**src/pps_regs.svh**
```systemverilog
// Register addresses, field positions and counts of the PWM sequencer.
// Assumes inclusion by bare name from every design file that needs them.
`ifndef PPS_REGS_SVH
`define PPS_REGS_SVH

// ----------------------------------------------------------------------
// Register map
// ----------------------------------------------------------------------
`define PPS_ADDR_CS 8'h30
`define PPS_ADDR_IC0 8'h38
`define PPS_NUM_CH 3
`define PPS_CS_RESET 8'h00
`define PPS_CS_WR_MASK 8'hC7
`define PPS_CS_EXT_EN 6
`define PPS_CS_EXT_DIR 7

// ----------------------------------------------------------------------
// Instruction fields
// ----------------------------------------------------------------------
`define PPS_OP 15:13
`define PPS_OP_MSB 15
`define PPS_OP_BRANCH 3'h5
`define PPS_OP_END 3'h6
`define PPS_OP_TRIGGER_OP 3'h7
`define PPS_RAMP_PRESC 14
`define PPS_RAMP_STEP 13:8
`define PPS_RAMP_SIGN 7
`define PPS_RAMP_INC 6:0
`define PPS_LOAD_SEL 14
`define PPS_LOAD_VAL 7:0
`define PPS_BR_LOOP 12:7
`define PPS_BR_REL 6
`define PPS_BR_STEP 5:0
`define PPS_TRG_WAIT 9:7
`define PPS_TRG_WEXT 12
`define PPS_TRG_SEND 3:1
`define PPS_TRG_SEXT 6

// ----------------------------------------------------------------------
// Time base and store
// ----------------------------------------------------------------------
`define PPS_DIV16_MASK 9'h00F
`define PPS_DIV512_MASK 9'h1FF
`define PPS_PWM_MAX 8'hFF
`define PPS_PC_START 6'h00
`define PPS_STORE_WORDS 64

`endif

```
**src/pps_pkg.sv**
```systemverilog
// Types shared by the PWM sequencer files.
// Assumes constants come from pps_regs.svh.
package pps_pkg;

  typedef enum logic [2:0] {
    PPS_ST_RESET = 3'b000,
    PPS_ST_FETCH = 3'b001,
    PPS_ST_EXEC = 3'b010,
    PPS_ST_RAMP = 3'b011,
    PPS_ST_WAIT = 3'b100
  } pps_state_e;

  typedef struct packed {
    pps_state_e state;
    logic [5:0] pc;
    logic [7:0] pwm;
    logic [6:0] steps;
    logic [5:0] tmr;
    logic [5:0] loops;
    logic loop_run;
  } pps_chan_s;

  typedef struct packed {
    logic [2:0] send;
    logic [2:0] consume;
    logic ext_consume;
    logic ext_send;
    logic done;
    logic invalid;
  } pps_evt_s;

endpackage : pps_pkg

```
**src/pps_top.sv**
```systemverilog
// Three-channel programmable PWM sequencer with its register port.
// Assumes a register port already decoded from the serial bus, one
// byte per strobe, and a 32 kHz time base arriving from a pin.
`timescale 1ns/10ps
`include "pps_regs.svh"

module pps_top (
  input wire logic core_clk_i,
  input wire logic rst_n_i,
  input wire logic clk32k_i,
  input wire logic [7:0] reg_addr_i,
  input wire logic reg_wr_i,
  input wire logic reg_rd_i,
  input wire logic [7:0] reg_wdata_i,
  output logic [7:0] reg_rdata_o,
  input wire logic trigger_op_pin_i,
  output logic trigger_op_pin_o,
  output logic trigger_op_pin_oe_o,
  output logic [2:0] pwm_o,
  output logic [2:0] pwm_irq_o
);

  // --------------------------------------------------------------------
  // Shared state
  // --------------------------------------------------------------------
  logic [1:0] sync32_q, sync32_d;
  logic [1:0] trigger_op_sync_q, trigger_op_sync_d;
  logic c32_prev_q, c32_prev_d;
  logic [8:0] pre_q, pre_d;
  logic [7:0] pwm_cnt_q, pwm_cnt_d;
  logic [7:0] ctrl_q, ctrl_d;
  logic [2:0] inval_q, inval_d;
  logic [7:0] rdata_q, rdata_d;
  logic [6:0] hptr_q [3], hptr_d [3];
  logic [7:0] msb_q [3], msb_d [3];
  logic [2:0] pend_q [3], pend_d [3];
  logic [2:0] ext_pend_q, ext_pend_d;
  logic ext_hold_q, ext_hold_d;
  logic [2:0] pwm_out_q, pwm_out_d;
  logic [2:0] irq_q, irq_d;

  logic tick32, tick16, tick512;
  logic cs_wr;
  logic [2:0] port_sel;
  logic [2:0] store_we;
  logic [5:0] store_addr [3];
  logic [15:0] store_wdata [3];
  logic [15:0] store_rd [3];
  pps_pkg::pps_chan_s ch_q [3], ch_d [3];
  pps_pkg::pps_evt_s evt [3];

  assign tick32 = sync32_q[1] & ~c32_prev_q;
  assign tick16 = tick32 && ((pre_q & `PPS_DIV16_MASK) == `PPS_DIV16_MASK);
  assign tick512 = tick32 && (pre_q == `PPS_DIV512_MASK);
  assign cs_wr = reg_wr_i && (reg_addr_i == `PPS_ADDR_CS);

  assign reg_rdata_o = rdata_q;
  assign trigger_op_pin_o = ~ext_hold_q;
  assign trigger_op_pin_oe_o = ctrl_q[`PPS_CS_EXT_EN] & ctrl_q[`PPS_CS_EXT_DIR];
  assign pwm_o = pwm_out_q;
  assign pwm_irq_o = irq_q;

  // --------------------------------------------------------------------
  // Shared next-state logic
  // --------------------------------------------------------------------
  always_comb begin
    logic ext_in_en;
    ext_in_en = ctrl_q[`PPS_CS_EXT_EN] & ~ctrl_q[`PPS_CS_EXT_DIR];
    // Only the second stage of each synchroniser is looked at
    sync32_d = {sync32_q[0], clk32k_i};
    trigger_op_sync_d = {trigger_op_sync_q[0], trigger_op_pin_i};
    c32_prev_d = sync32_q[1];
    pre_d = tick32 ? pre_q + 9'h001 : pre_q;
    pwm_cnt_d = pwm_cnt_q + 8'h01;
    ctrl_d = cs_wr ? (reg_wdata_i & `PPS_CS_WR_MASK) : ctrl_q;
    inval_d = inval_q;
    rdata_d = rdata_q;
    ext_pend_d = ext_pend_q;
    ext_hold_d = tick32 ? 1'b0 : ext_hold_q;
    for (int c = 0; c < `PPS_NUM_CH; c++) begin
      port_sel[c] = (reg_addr_i == (`PPS_ADDR_IC0 + 8'(c)));
      // Channel stop by hardware overrides a host write in the same cycle
      if (evt[c].done || evt[c].invalid) begin
        ctrl_d[c] = 1'b0;
      end
      if (cs_wr && reg_wdata_i[c]) begin
        inval_d[c] = 1'b0;
      end
      if (evt[c].invalid) begin
        inval_d[c] = 1'b1;
      end
      hptr_d[c] = hptr_q[c];
      msb_d[c] = msb_q[c];
      store_we[c] = 1'b0;
      if (cs_wr && reg_wdata_i[c] && !ctrl_q[c]) begin
        hptr_d[c] = 7'h00;
      end else if ((reg_wr_i || reg_rd_i) && port_sel[c] && !ctrl_q[c]) begin
        hptr_d[c] = hptr_q[c] + 7'h01;
        if (reg_wr_i && !hptr_q[c][0]) begin
          msb_d[c] = reg_wdata_i;
        end
        store_we[c] = reg_wr_i && hptr_q[c][0];
      end
      store_addr[c] = ctrl_q[c] ? ch_q[c].pc : hptr_q[c][6:1];
      store_wdata[c] = {msb_q[c], reg_wdata_i};
      pend_d[c] = pend_q[c] & ~evt[c].consume;
      for (int s = 0; s < `PPS_NUM_CH; s++) begin
        if (evt[s].send[c]) begin
          pend_d[c][s] = 1'b1;
        end
      end
      if (!ctrl_q[c]) begin
        pend_d[c] = 3'h0;
      end
      if (evt[c].ext_consume || !ctrl_q[c]) begin
        ext_pend_d[c] = 1'b0;
      end
      if (ext_in_en && trigger_op_sync_q[1] && ctrl_q[c]) begin
        ext_pend_d[c] = 1'b1;
      end
      if (evt[c].ext_send && trigger_op_pin_oe_o) begin
        ext_hold_d = 1'b1;
      end
      pwm_out_d[c] = ctrl_q[c] && (pwm_cnt_q < ch_q[c].pwm);
      irq_d[c] = evt[c].done;
    end
    if (reg_rd_i) begin
      rdata_d = 8'h00;
      if (reg_addr_i == `PPS_ADDR_CS) begin
        rdata_d = {ctrl_q[7:6], inval_q, ctrl_q[2:0]};
      end
      for (int c = 0; c < `PPS_NUM_CH; c++) begin
        if (port_sel[c] && !ctrl_q[c]) begin
          rdata_d = hptr_q[c][0] ? store_rd[c][7:0] : store_rd[c][15:8];
        end
      end
    end
  end

  always_ff @(posedge core_clk_i or negedge rst_n_i) begin
    if (!rst_n_i) begin
      sync32_q <= 2'h0;
      trigger_op_sync_q <= 2'h0;
      c32_prev_q <= 1'b0;
      pre_q <= 9'h000;
      pwm_cnt_q <= 8'h00;
      ctrl_q <= `PPS_CS_RESET;
      inval_q <= 3'h0;
      rdata_q <= 8'h00;
      for (int c = 0; c < `PPS_NUM_CH; c++) begin
        hptr_q[c] <= 7'h00;
        msb_q[c] <= 8'h00;
        pend_q[c] <= 3'h0;
      end
      ext_pend_q <= 3'h0;
      ext_hold_q <= 1'b0;
      pwm_out_q <= 3'h0;
      irq_q <= 3'h0;
    end else begin
      sync32_q <= sync32_d;
      trigger_op_sync_q <= trigger_op_sync_d;
      c32_prev_q <= c32_prev_d;
      pre_q <= pre_d;
      pwm_cnt_q <= pwm_cnt_d;
      ctrl_q <= ctrl_d;
      inval_q <= inval_d;
      rdata_q <= rdata_d;
      for (int c = 0; c < `PPS_NUM_CH; c++) begin
        hptr_q[c] <= hptr_d[c];
        msb_q[c] <= msb_d[c];
        pend_q[c] <= pend_d[c];
      end
      ext_pend_q <= ext_pend_d;
      ext_hold_q <= ext_hold_d;
      pwm_out_q <= pwm_out_d;
      irq_q <= irq_d;
    end
  end

  // --------------------------------------------------------------------
  // Per-channel sequencer
  // --------------------------------------------------------------------
  for (genvar g = 0; g < `PPS_NUM_CH; g++) begin : g_ch
    pps_store u_store (
      .core_clk_i(core_clk_i),
      .rst_n_i(rst_n_i),
      .addr_i(store_addr[g]),
      .we_i(store_we[g]),
      .wdata_i(store_wdata[g]),
      .rdata_o(store_rd[g])
    );
    always_comb begin
      logic [15:0] ins;
      logic tick;
      logic ready;
      logic [5:0] target;
      ins = store_rd[g];
      ch_d[g] = ch_q[g];
      evt[g] = '0;
      tick = ins[`PPS_RAMP_PRESC] ? tick512 : tick16;
      target = ins[`PPS_BR_REL] ? ch_q[g].pc + ins[`PPS_BR_STEP] :
               ins[`PPS_BR_STEP];
      // Wait on external input only counts when the pin is an input
      ready = ((ins[`PPS_TRG_WAIT] & ~pend_q[g]) == 3'h0) &&
              (!ins[`PPS_TRG_WEXT] || ext_pend_q[g] ||
               !(ctrl_q[`PPS_CS_EXT_EN] &&
               !ctrl_q[`PPS_CS_EXT_DIR]));
      case (ch_q[g].state)
        pps_pkg::PPS_ST_RESET: begin
          ch_d[g].pc = `PPS_PC_START;
          ch_d[g].loop_run = 1'b0;
          if (ctrl_q[g]) begin
            ch_d[g].state = pps_pkg::PPS_ST_FETCH;
          end
        end
        pps_pkg::PPS_ST_FETCH: begin
          ch_d[g].state = pps_pkg::PPS_ST_EXEC;
        end
        pps_pkg::PPS_ST_EXEC: begin
          ch_d[g].state = pps_pkg::PPS_ST_FETCH;
          ch_d[g].pc = ch_q[g].pc + 6'h01;
          if (!ins[`PPS_OP_MSB]) begin
            if (ins[`PPS_RAMP_STEP] != 6'h00) begin
              ch_d[g].steps = ins[`PPS_RAMP_INC];
              ch_d[g].tmr = 6'h00;
              if (ins[`PPS_RAMP_INC] != 7'h00) begin
                ch_d[g].pc = ch_q[g].pc;
                ch_d[g].state = pps_pkg::PPS_ST_RAMP;
              end
            end else if (ins[`PPS_LOAD_SEL]) begin
              ch_d[g].pwm = ins[`PPS_LOAD_VAL];
            end else begin
              ch_d[g].pc = `PPS_PC_START;
            end
          end else begin
            case (ins[`PPS_OP])
              `PPS_OP_BRANCH: begin
                if (ins[`PPS_BR_LOOP] == 6'h00) begin
                  ch_d[g].pc = target;
                end else if (!ch_q[g].loop_run) begin
                  ch_d[g].loops = ins[`PPS_BR_LOOP] - 6'h01;
                  ch_d[g].loop_run = 1'b1;
                  ch_d[g].pc = target;
                end else if (ch_q[g].loops != 6'h00) begin
                  ch_d[g].loops = ch_q[g].loops - 6'h01;
                  ch_d[g].pc = target;
                end else begin
                  ch_d[g].loop_run = 1'b0;
                end
              end
              `PPS_OP_END: begin
                evt[g].done = 1'b1;
                ch_d[g].state = pps_pkg::PPS_ST_RESET;
              end
              `PPS_OP_TRIGGER_OP: begin
                ch_d[g].pc = ch_q[g].pc;
                ch_d[g].state = pps_pkg::PPS_ST_WAIT;
              end
              default: begin
                evt[g].invalid = 1'b1;
                ch_d[g].state = pps_pkg::PPS_ST_RESET;
              end
            endcase
          end
        end
        pps_pkg::PPS_ST_RAMP: begin
          if (tick) begin
            ch_d[g].tmr = ch_q[g].tmr + 6'h01;
            if (ch_q[g].tmr + 6'h01 == ins[`PPS_RAMP_STEP]) begin
              ch_d[g].tmr = 6'h00;
              ch_d[g].steps = ch_q[g].steps - 7'h01;
              // Saturate rather than wrap, avoids a visible flash
              if (!ins[`PPS_RAMP_SIGN] && ch_q[g].pwm != `PPS_PWM_MAX) begin
                ch_d[g].pwm = ch_q[g].pwm + 8'h01;
              end else if (ins[`PPS_RAMP_SIGN] && ch_q[g].pwm != 8'h00) begin
                ch_d[g].pwm = ch_q[g].pwm - 8'h01;
              end
              if (ch_q[g].steps == 7'h01) begin
                ch_d[g].pc = ch_q[g].pc + 6'h01;
                ch_d[g].state = pps_pkg::PPS_ST_FETCH;
              end
            end
          end
        end
        pps_pkg::PPS_ST_WAIT: begin
          if (ready) begin
            evt[g].consume = ins[`PPS_TRG_WAIT];
            evt[g].ext_consume = ins[`PPS_TRG_WEXT];
            evt[g].send = ins[`PPS_TRG_SEND];
            evt[g].ext_send = ins[`PPS_TRG_SEXT];
            ch_d[g].pc = ch_q[g].pc + 6'h01;
            ch_d[g].state = pps_pkg::PPS_ST_FETCH;
          end
        end
        default: begin
          ch_d[g].state = pps_pkg::PPS_ST_RESET;
        end
      endcase
      if (!ctrl_q[g]) begin
        ch_d[g] = '0;
        evt[g] = '0;
      end
    end

    always_ff @(posedge core_clk_i or negedge rst_n_i) begin
      if (!rst_n_i) begin
        ch_q[g] <= '0;
      end else begin
        ch_q[g] <= ch_d[g];
      end
    end
  end

endmodule : pps_top

```
**src/pps_store.sv**
```systemverilog
// Program store of one channel: 64 words of 16 bits.
// Assumes one writer and one reader on core_clk_i; read data registered.
`timescale 1ns/10ps
`include "pps_regs.svh"

module pps_store (
  input wire logic core_clk_i,
  input wire logic rst_n_i,
  input wire logic [5:0] addr_i,
  input wire logic we_i,
  input wire logic [15:0] wdata_i,
  output logic [15:0] rdata_o
);

  logic [15:0] mem_q [`PPS_STORE_WORDS];

  // Cleared by reset: an unloaded word reads zero and acts as go-to-start
  always_ff @(posedge core_clk_i or negedge rst_n_i) begin
    if (!rst_n_i) begin
      for (int i = 0; i < `PPS_STORE_WORDS; i++) begin
        mem_q[i] <= 16'h0000;
      end
      rdata_o <= 16'h0000;
    end else begin
      if (we_i) begin
        mem_q[addr_i] <= wdata_i;
      end
      rdata_o <= mem_q[addr_i];
    end
  end

endmodule : pps_store

```
**config.mk**
```make
export PLATFORM = sky130hd
export DESIGN_NAME = pps_top
export DESIGN_NICKNAME = d
export VERILOG_FILES = /design/src/pps_pkg.sv /design/src/pps_top.sv /design/src/pps_store.sv
export VERILOG_INCLUDE_DIRS = /design/src
export SDC_FILE = /design/constraint.sdc
export NUM_CORES = 2
export LEC_CHECK = 0
export CAP_MARGIN = 30
export CORE_AREA = 2 2 660 662
export DETAILED_ROUTE_END_ITERATION = 8
export DIE_AREA = 0 0 662 664
export DONT_BUFFER_PORTS = 1
export GPL_TIMING_DRIVEN = 0
export MAX_ROUTING_LAYER = met4
export REMOVE_ABC_BUFFERS = 1
export SLEW_MARGIN = 25
export SYNTH_ARGS = -nofsm -noshare
export SYNTH_HDL_FRONTEND = slang
export SYNTH_SLANG_ARGS = --single-unit
```
**constraint.sdc**
```tcl
create_clock -name core_clk_i -period 3.15 [get_ports core_clk_i]
set_input_delay 0.315 -clock core_clk_i [delete_from_list [all_inputs] [get_ports core_clk_i]]
set_output_delay 0.315 -clock core_clk_i [all_outputs]
set_load 0.05 [all_outputs]
```
* Yosys cells after proc, flatten, opt, wreduce, memory -nomap -nowiden *
Cells that the tools add are included.

word-level totals
  bits in registers = 3333
  latch bits = 0
  bits in writable memories = 0
  memory bits (read-only) = 0
  input port bits = 22
  output and inout port bits = 16
  memories = 0

cells by class
  add/subtract/negate cells = 29
  $mul = 0
  divide/modulo/power cells = 0
  magnitude comparators = 9
  eq/ne operators = 102
  shift-type cells = 0
  multiplexer cells = 195
  bitwise gates (word level) = 24
  reduce and logical (&&, ||, !) cells = 135

operators by type and width
  kind                                                                      number
  1024-bit bitwise mux                                                      3
  16-bit binary-select mux with 6-bit select                                3
  16-bit demux with 6-bit select                                            3
  8-bit 2-to-1 mux                                                          28
  30-bit 2-to-1 mux                                                         6
  6-bit 2-to-1 mux                                                          27
  16-bit 2-to-1 mux                                                         9
  7-bit 2-to-1 mux                                                          18
  21-bit one-hot mux with 2 select lines                                    3
  37-bit 2-to-1 mux                                                         3
  9-bit 2-to-1 mux                                                          9
  3-bit inequality test (second input constant)                             24
  6-bit one-hot mux with 4 select lines                                     3
  21-bit 2-to-1 mux                                                         3
  1-bit logical AND                                                         47
  1-bit 2-to-1 mux                                                          46
  3-bit one-hot mux with 5 select lines                                     3
  7-bit AND reduction                                                       6
  13-bit 2-to-1 mux                                                         3
  6-bit by 1-bit adder with 6-bit output (second input constant)            6
  3-bit == test (second input constant)                                     12
  3-bit by 2-bit inequality test with 1-bit output (second input constant)  12
  6-bit one-hot mux with 2 select lines                                     3
  4-bit AND reduction                                                       9
  46 further kinds                                                          205

* Longest topological paths before layout *
  word-level depth = 12
  gate-level depth with buffers = 12

* Modules after synthesis *
A second synthesis with hierarchy kept.

unflattened totals
  cells, all modules = 12032
  area, all modules = 155902.0 sq um

by module, submodules not included
  module     instances  cells each  area an instance (sq um)  seq. area each (sq um)
  pps_store  3          3432        46922.5                   26025.0
  pps_top    1          1736        15134.5                   5330.1

* Worst setup path after synthesis *
No wires, ideal clock.

  kind = register to register
  from = reg ch_q[100] in the netlist's numbering
  to = reg ch_q[100] in the netlist's numbering
  arrival = 2.726 ns
  data required time = 3.030 ns
  setup slack = 0.304 ns
  stages on the path, launching flop included = 11
  buffers on the path = 0
  period minus slack after synthesis = 2.846 ns
  path through = dfrtp_1 > nand4_1 > o21ai_0 > ha_1 > nor2b_1 > o21ai_0 > a21boi_0 > o21a_1 > or3_1 > a31o_2 > a31o_2

between the ends
  longest elaborated chain between the ends = 7
  elaborated cells on any way between the ends = 14

ends and longest elaborated chain
  item                                                                                         RTL line        source
  start, declared                                                                              pps_top.sv:49   pps_pkg::pps_chan_s ch_q [3], ch_d [3];
  start signal, assigned by index                                                              pps_top.sv:309  ch_q[g] <= ch_d[g];
  8-bit by 1-bit subtractor with 8-bit output / 8-bit inequality test (equally long branches)  n/a
  8-bit 2-to-1 mux / 1-bit logical AND (equally long branches)                                 n/a
  8-bit 2-to-1 mux                                                                             pps_top.sv:273  if (!ins[`PPS_RAMP_SIGN] && ch_q[g].pwm != `PPS_PWM_MAX) begin
  30-bit 2-to-1 mux                                                                            pps_top.sv:269  if (ch_q[g].tmr + 6'h01 == ins[`PPS_RAMP_STEP]) begin
  30-bit 2-to-1 mux                                                                            pps_top.sv:267  if (tick) begin
  21-bit one-hot mux with 2 select lines                                                       pps_top.sv:208  case (ch_q[g].state)
  37-bit 2-to-1 mux                                                                            pps_top.sv:299  if (!ctrl_q[g]) begin

Several ways; a longest one is shown, not always the timed one. The select of a mux whose other input is x is not followed.
A chain may end at the register's enable or synchronous reset.

* Worst setup path in the final report *
  from = reg ctrl_q[2]
  to = reg g_ch[2].u_store.rdata_o[10]

between the ends
  longest elaborated chain between the ends = 5

ends and longest elaborated chain
  item                                                  RTL line         source
  start, declared                                       pps_top.sv:31    logic [7:0] ctrl_q, ctrl_d;
  start signal, assigned                                pps_top.sv:147   ctrl_q <= `PPS_CS_RESET;
  start signal, assigned                                pps_top.sv:165   ctrl_q <= ctrl_d;
  6-bit 2-to-1 mux                                      pps_top.sv:104   store_addr[c] = ctrl_q[c] ? ch_q[c].pc : hptr_q[c][6:1];
  6-bit NOT with 7-bit output (implied by the code)     pps_store.sv:28  rdata_o <= mem_q[addr_i];
  16-bit binary-select mux with 6-bit select            pps_store.sv:28
  16-bit 2-to-1 mux (implied by the code) (2 in a row)  pps_store.sv:28
  end signal, assigned                                  pps_store.sv:28
  end, declared                                         pps_store.sv:12  output logic [15:0] rdata_o

Every way passes these cells. The select of a mux whose other input is x is not followed.

==> results.sh <==
export IMPL_status="complete, but fails checks"
export IMPL_p_comb_frac=0.039
export IMPL_async_flop_share=1.000
export IMPL_use_met3=0.03406
export IMPL_cp_arrival_ns=4.35
export IMPL_slew_headroom=0.2572
export IMPL_drive_gt1_frac=0.4147
export IMPL_fin_crit_ns=3.649
export IMPL_port_buffers=0
export IMPL_wl_per_cell_um=27.41
export IMPL_via_per_inst=5.814
export IMPL_cts_clk_slew_worst_paths_ns=0.06
export IMPL_ys_top_cells_by_count="dfrtp_1 (3333), mux2_2 (3131), a22oi_1 (825)"
export IMPL_slew_viol_final=0
export IMPL_grt_pass1_vias=103900
export IMPL_yosys_area_top_type_share=0.5533
export IMPL_setup_tns_ns=-91.20
export IMPL_hpwl_mm=291.4
export IMPL_p_sw_frac=0.2339
export IMPL_synthCells=11790
export IMPL_dieArea_um2=439600
export IMPL_switchingPower_mw=21.44
export IMPL_avgSynthCellArea_um2=12.79
export IMPL_use_met1=0.2975
export IMPL_critPathCaptureType="register"
export IMPL_start_util=0.3484
export IMPL_clock_latency_ns=1.00
export IMPL_coreArea_um2=432700
export IMPL_root_buffer="clkbuf_16"
export IMPL_hold_violations=310
export IMPL_synth_edf_count=0
export IMPL_synth_area_leaders="dfrtp_1 (55%), mux2_2 (23%), a22oi_1 (4.1%), clkbuf_1 (1.9%), nand2_1 (1.8%)"
export IMPL_yosys_area_top_type="dfrtp_1"
export IMPL_seq_power_share=0.471
export IMPL_antenna_found_initial=18
export IMPL_crit_type="register to register"
export IMPL_ys_warn_count=0
export IMPL_use_met2=0.3385
export IMPL_internal_power_mw=70.21
export IMPL_slowest_stage="a221oi_2"
export IMPL_grt_busiest_layer="met2"
export IMPL_yosysMostFrequentCell="dfrtp_1"
export IMPL_wirelength_mm=495.4
export IMPL_place_congestion=0.8608
export IMPL_worst_setup_path_start_kind="register"
export IMPL_dpl_instance_area_um2=161400
export IMPL_cts_max_path_buffers=4
export IMPL_die_y_um=664
export IMPL_finalCritPeriodShare=1.158
export IMPL_violations="negative hold slack, negative setup slack"
export IMPL_cpPeakStageDelay_ns=0.55
export IMPL_cts_inserted_buffers=365
export IMPL_hold_path_class="input pin to asynchronous set/reset pin"
export IMPL_netlist_area_um2=150700
export IMPL_io_pins=38
export IMPL_fin_area_um2=183300
export IMPL_layoutNonFillerInstCount=18070
export IMPL_p_per_area_nw_per_um2=500.0
export IMPL_rows=242
export IMPL_utilization=0.4236
export IMPL_ant_nets=0
export IMPL_clock_sinks=3333
export IMPL_ctsHtreeMaxLevel=5
export IMPL_drt_first_iter_violations=11590
export IMPL_fin_skew_ns=0.1219
export IMPL_worst_hold_slack_ns=-0.3900
export IMPL_cp_cell_sequence="buf_12, buf_16, buf_12, nor2_1, a32o_4, buf_12, buf_16, buf_16, a222oi_1, nand4_1, a221oi_2, nand4_1"
export IMPL_rsz0062_at_grt="yes"
export IMPL_synth_flop_cell="dfrtp_1"
export IMPL_critPathMaxFanout=16
export IMPL_drc=0
export IMPL_yosysUniqueCellTypes=83
export IMPL_nets=12120
export IMPL_placedCellCount=16840
export IMPL_grt_ovfl_total=0
export IMPL_timing_fmax_mhz=274.1
export IMPL_yosysSeqAreaShare=0.5533
export IMPL_p_leak_nw=83.92
export IMPL_worst_slack_ns=-0.4988
export IMPL_groute_usage_overall=0.2221
export IMPL_via_count=105100
export IMPL_vdd_drop_max_uv=485.8
export IMPL_die_x_um=662
export IMPL_clkPwrFrac=0.490
export IMPL_grt_max_degree=217
export IMPL_area_delta_synth_final_pct=21.60
export IMPL_tritoncts="yes"
export IMPL_worst_slew_pin_slew_ns=1.103
export IMPL_critPathRequiredTime_ns=3.85
export IMPL_ys_ff_latch=3333
export IMPL_setup_violations=953
export IMPL_grt_pass1_wl_mm=720.0
export IMPL_drv_cap=0
export IMPL_first_pass_iters=8
placed cells by master, fill, tap and decap left out, types with 155 or more instances in the layout:
cell type	n
a222oi_1	196
mux2i_1	155
dfrtp_1	3290
buf_4	302
nand2_1	647
nand4_1	204
a21oi_1	363
a22oi_1	798
nor2_1	173
clkbuf_16	396
mux2_2	3119
o21ai_0	161
buf_12	196
logic make-up (layout without fill, tap and decap cells):
kind of cell / count (synthesis) / after routing / synth area share
AO/OA/AOI/OAI: 2237 / 2238 / 0.1079
XOR/XNOR: 76 / 76 / 0.004416
adder cells (fa/ha/maj): 81 / 81 / 0.007023
buffers and inverters: 1106 / 1641 / 0.03029
flip-flops: 3333 / 3333 / 0.5533
multiplexers: 3301 / 3302 / 0.2452
other: 0 / 15 / 0
AND/OR/NAND/NOR: 1651 / 1651 / 0.05185
worst paths after layout:
check	cells past startpoint	from	to	slack, ns
worst max-delay path	12	ctrl_q[2]$_DFFE_PN0P_	g_ch[2].u_store.rdata_o[10]$_DFF_PN0_	-0.50
worst min-delay path	3	rst_n_i	g_ch[1].u_store.mem_q[209]$_DFFE_PN0P_	-0.39
worst max register to register	12	ctrl_q[2]$_DFFE_PN0P_	g_ch[2].u_store.rdata_o[10]$_DFF_PN0_	-0.50
worst min register to register	0	trigger_op_sync_q[0]$_DFF_PN0_	trigger_op_sync_q[1]$_DFF_PN0_	0.36
max in group asynchronous	8	rst_n_i	g_ch[0].u_store.mem_q[130]$_DFFE_PN0P_	0.36
min in group core_clk_i	6	reg_addr_i[0]	hptr_q[1]$_DFFE_PN0P_	-0.06
critical path, delay by kind of cell (launching register included):
| kind | cells | cell delay [ns] |
|---|---|---|
| compound gates | 3 | 1.16 |
| buf+inv | 6 | 0.87 |
| simple gates | 3 | 0.82 |
| flops | 1 | 0.46 |
registers in the layout, indices dropped and copies added (netlist names):
name,cells
c32_prev_q,1
ch_q,111
ctrl_q,5
ext_hold_q,1
ext_pend_q,3
g_ch.u_store.mem_q,3072
g_ch.u_store.rdata_o,48
hptr_q,21
inval_q,3
msb_q,24
pend_q,9
pre_q,9
pwm_cnt_q,8
pwm_irq_o,3
pwm_o,3
reg_rdata_o,8
sync32_q,2
trigger_op_sync_q,2
per-layer routing:
layer | wire length [um] | up-vias
li1 | - | 44420
met1 | 209300 | 55580
met5 | 0 | -
met3 | 37150 | 1111
met4 | 22510 | 0
met2 | 226500 | 3950
repair_timing:
item	CTS	global route
hold buffers	27	9
cloned	12	25
buffers inserted	230	235
endpoints found under the setup margin	3147	3457
hold endpoints to repair	1981	559
resized for setup	185	314
pin swaps	101	160
area by class of cell:
cell class              count  area (um^2)
flip-flops and latches   3333        83530
repair inverters            2        25.02
diodes                     15        37.54
fillers                 38920       249400
repair buffers            877        13430
well taps                5734         7174
inverters                  94        397.9
clock buffers             545        10870
multi-input cells        7348        66090
clock inverters           123         1734
through the flow:
step | setup slack, ns | total power [mW] | hold slack (ns)
final | -0.4988 | 91.65 | -0.3900
after global routing | -0.5272 | 94.24 | -0.3423
after CTS | -0.7074 | 91.83 | -0.5122
after detailed placement | -1.622 | 46.48 | 0.02218
after global placement | -23.10 | 45.12 | 0.1008
after floorplan | -6.580 | 44.41 | 0.01941
power by group through the flow:
stage | clock, mW | sequential [mW] | combinational, mW
after global routing | 47.3 | 43.2 | 3.76
after detailed placement | 0 | 43.9 | 2.53
after global placement | 0 | 44.2 | 0.939
after CTS | 45.5 | 43.2 | 3.14
after floorplan | 0 | 43.9 | 0.479
final | 44.9 | 43.2 | 3.54
Power figures use the tool's default switching activity.
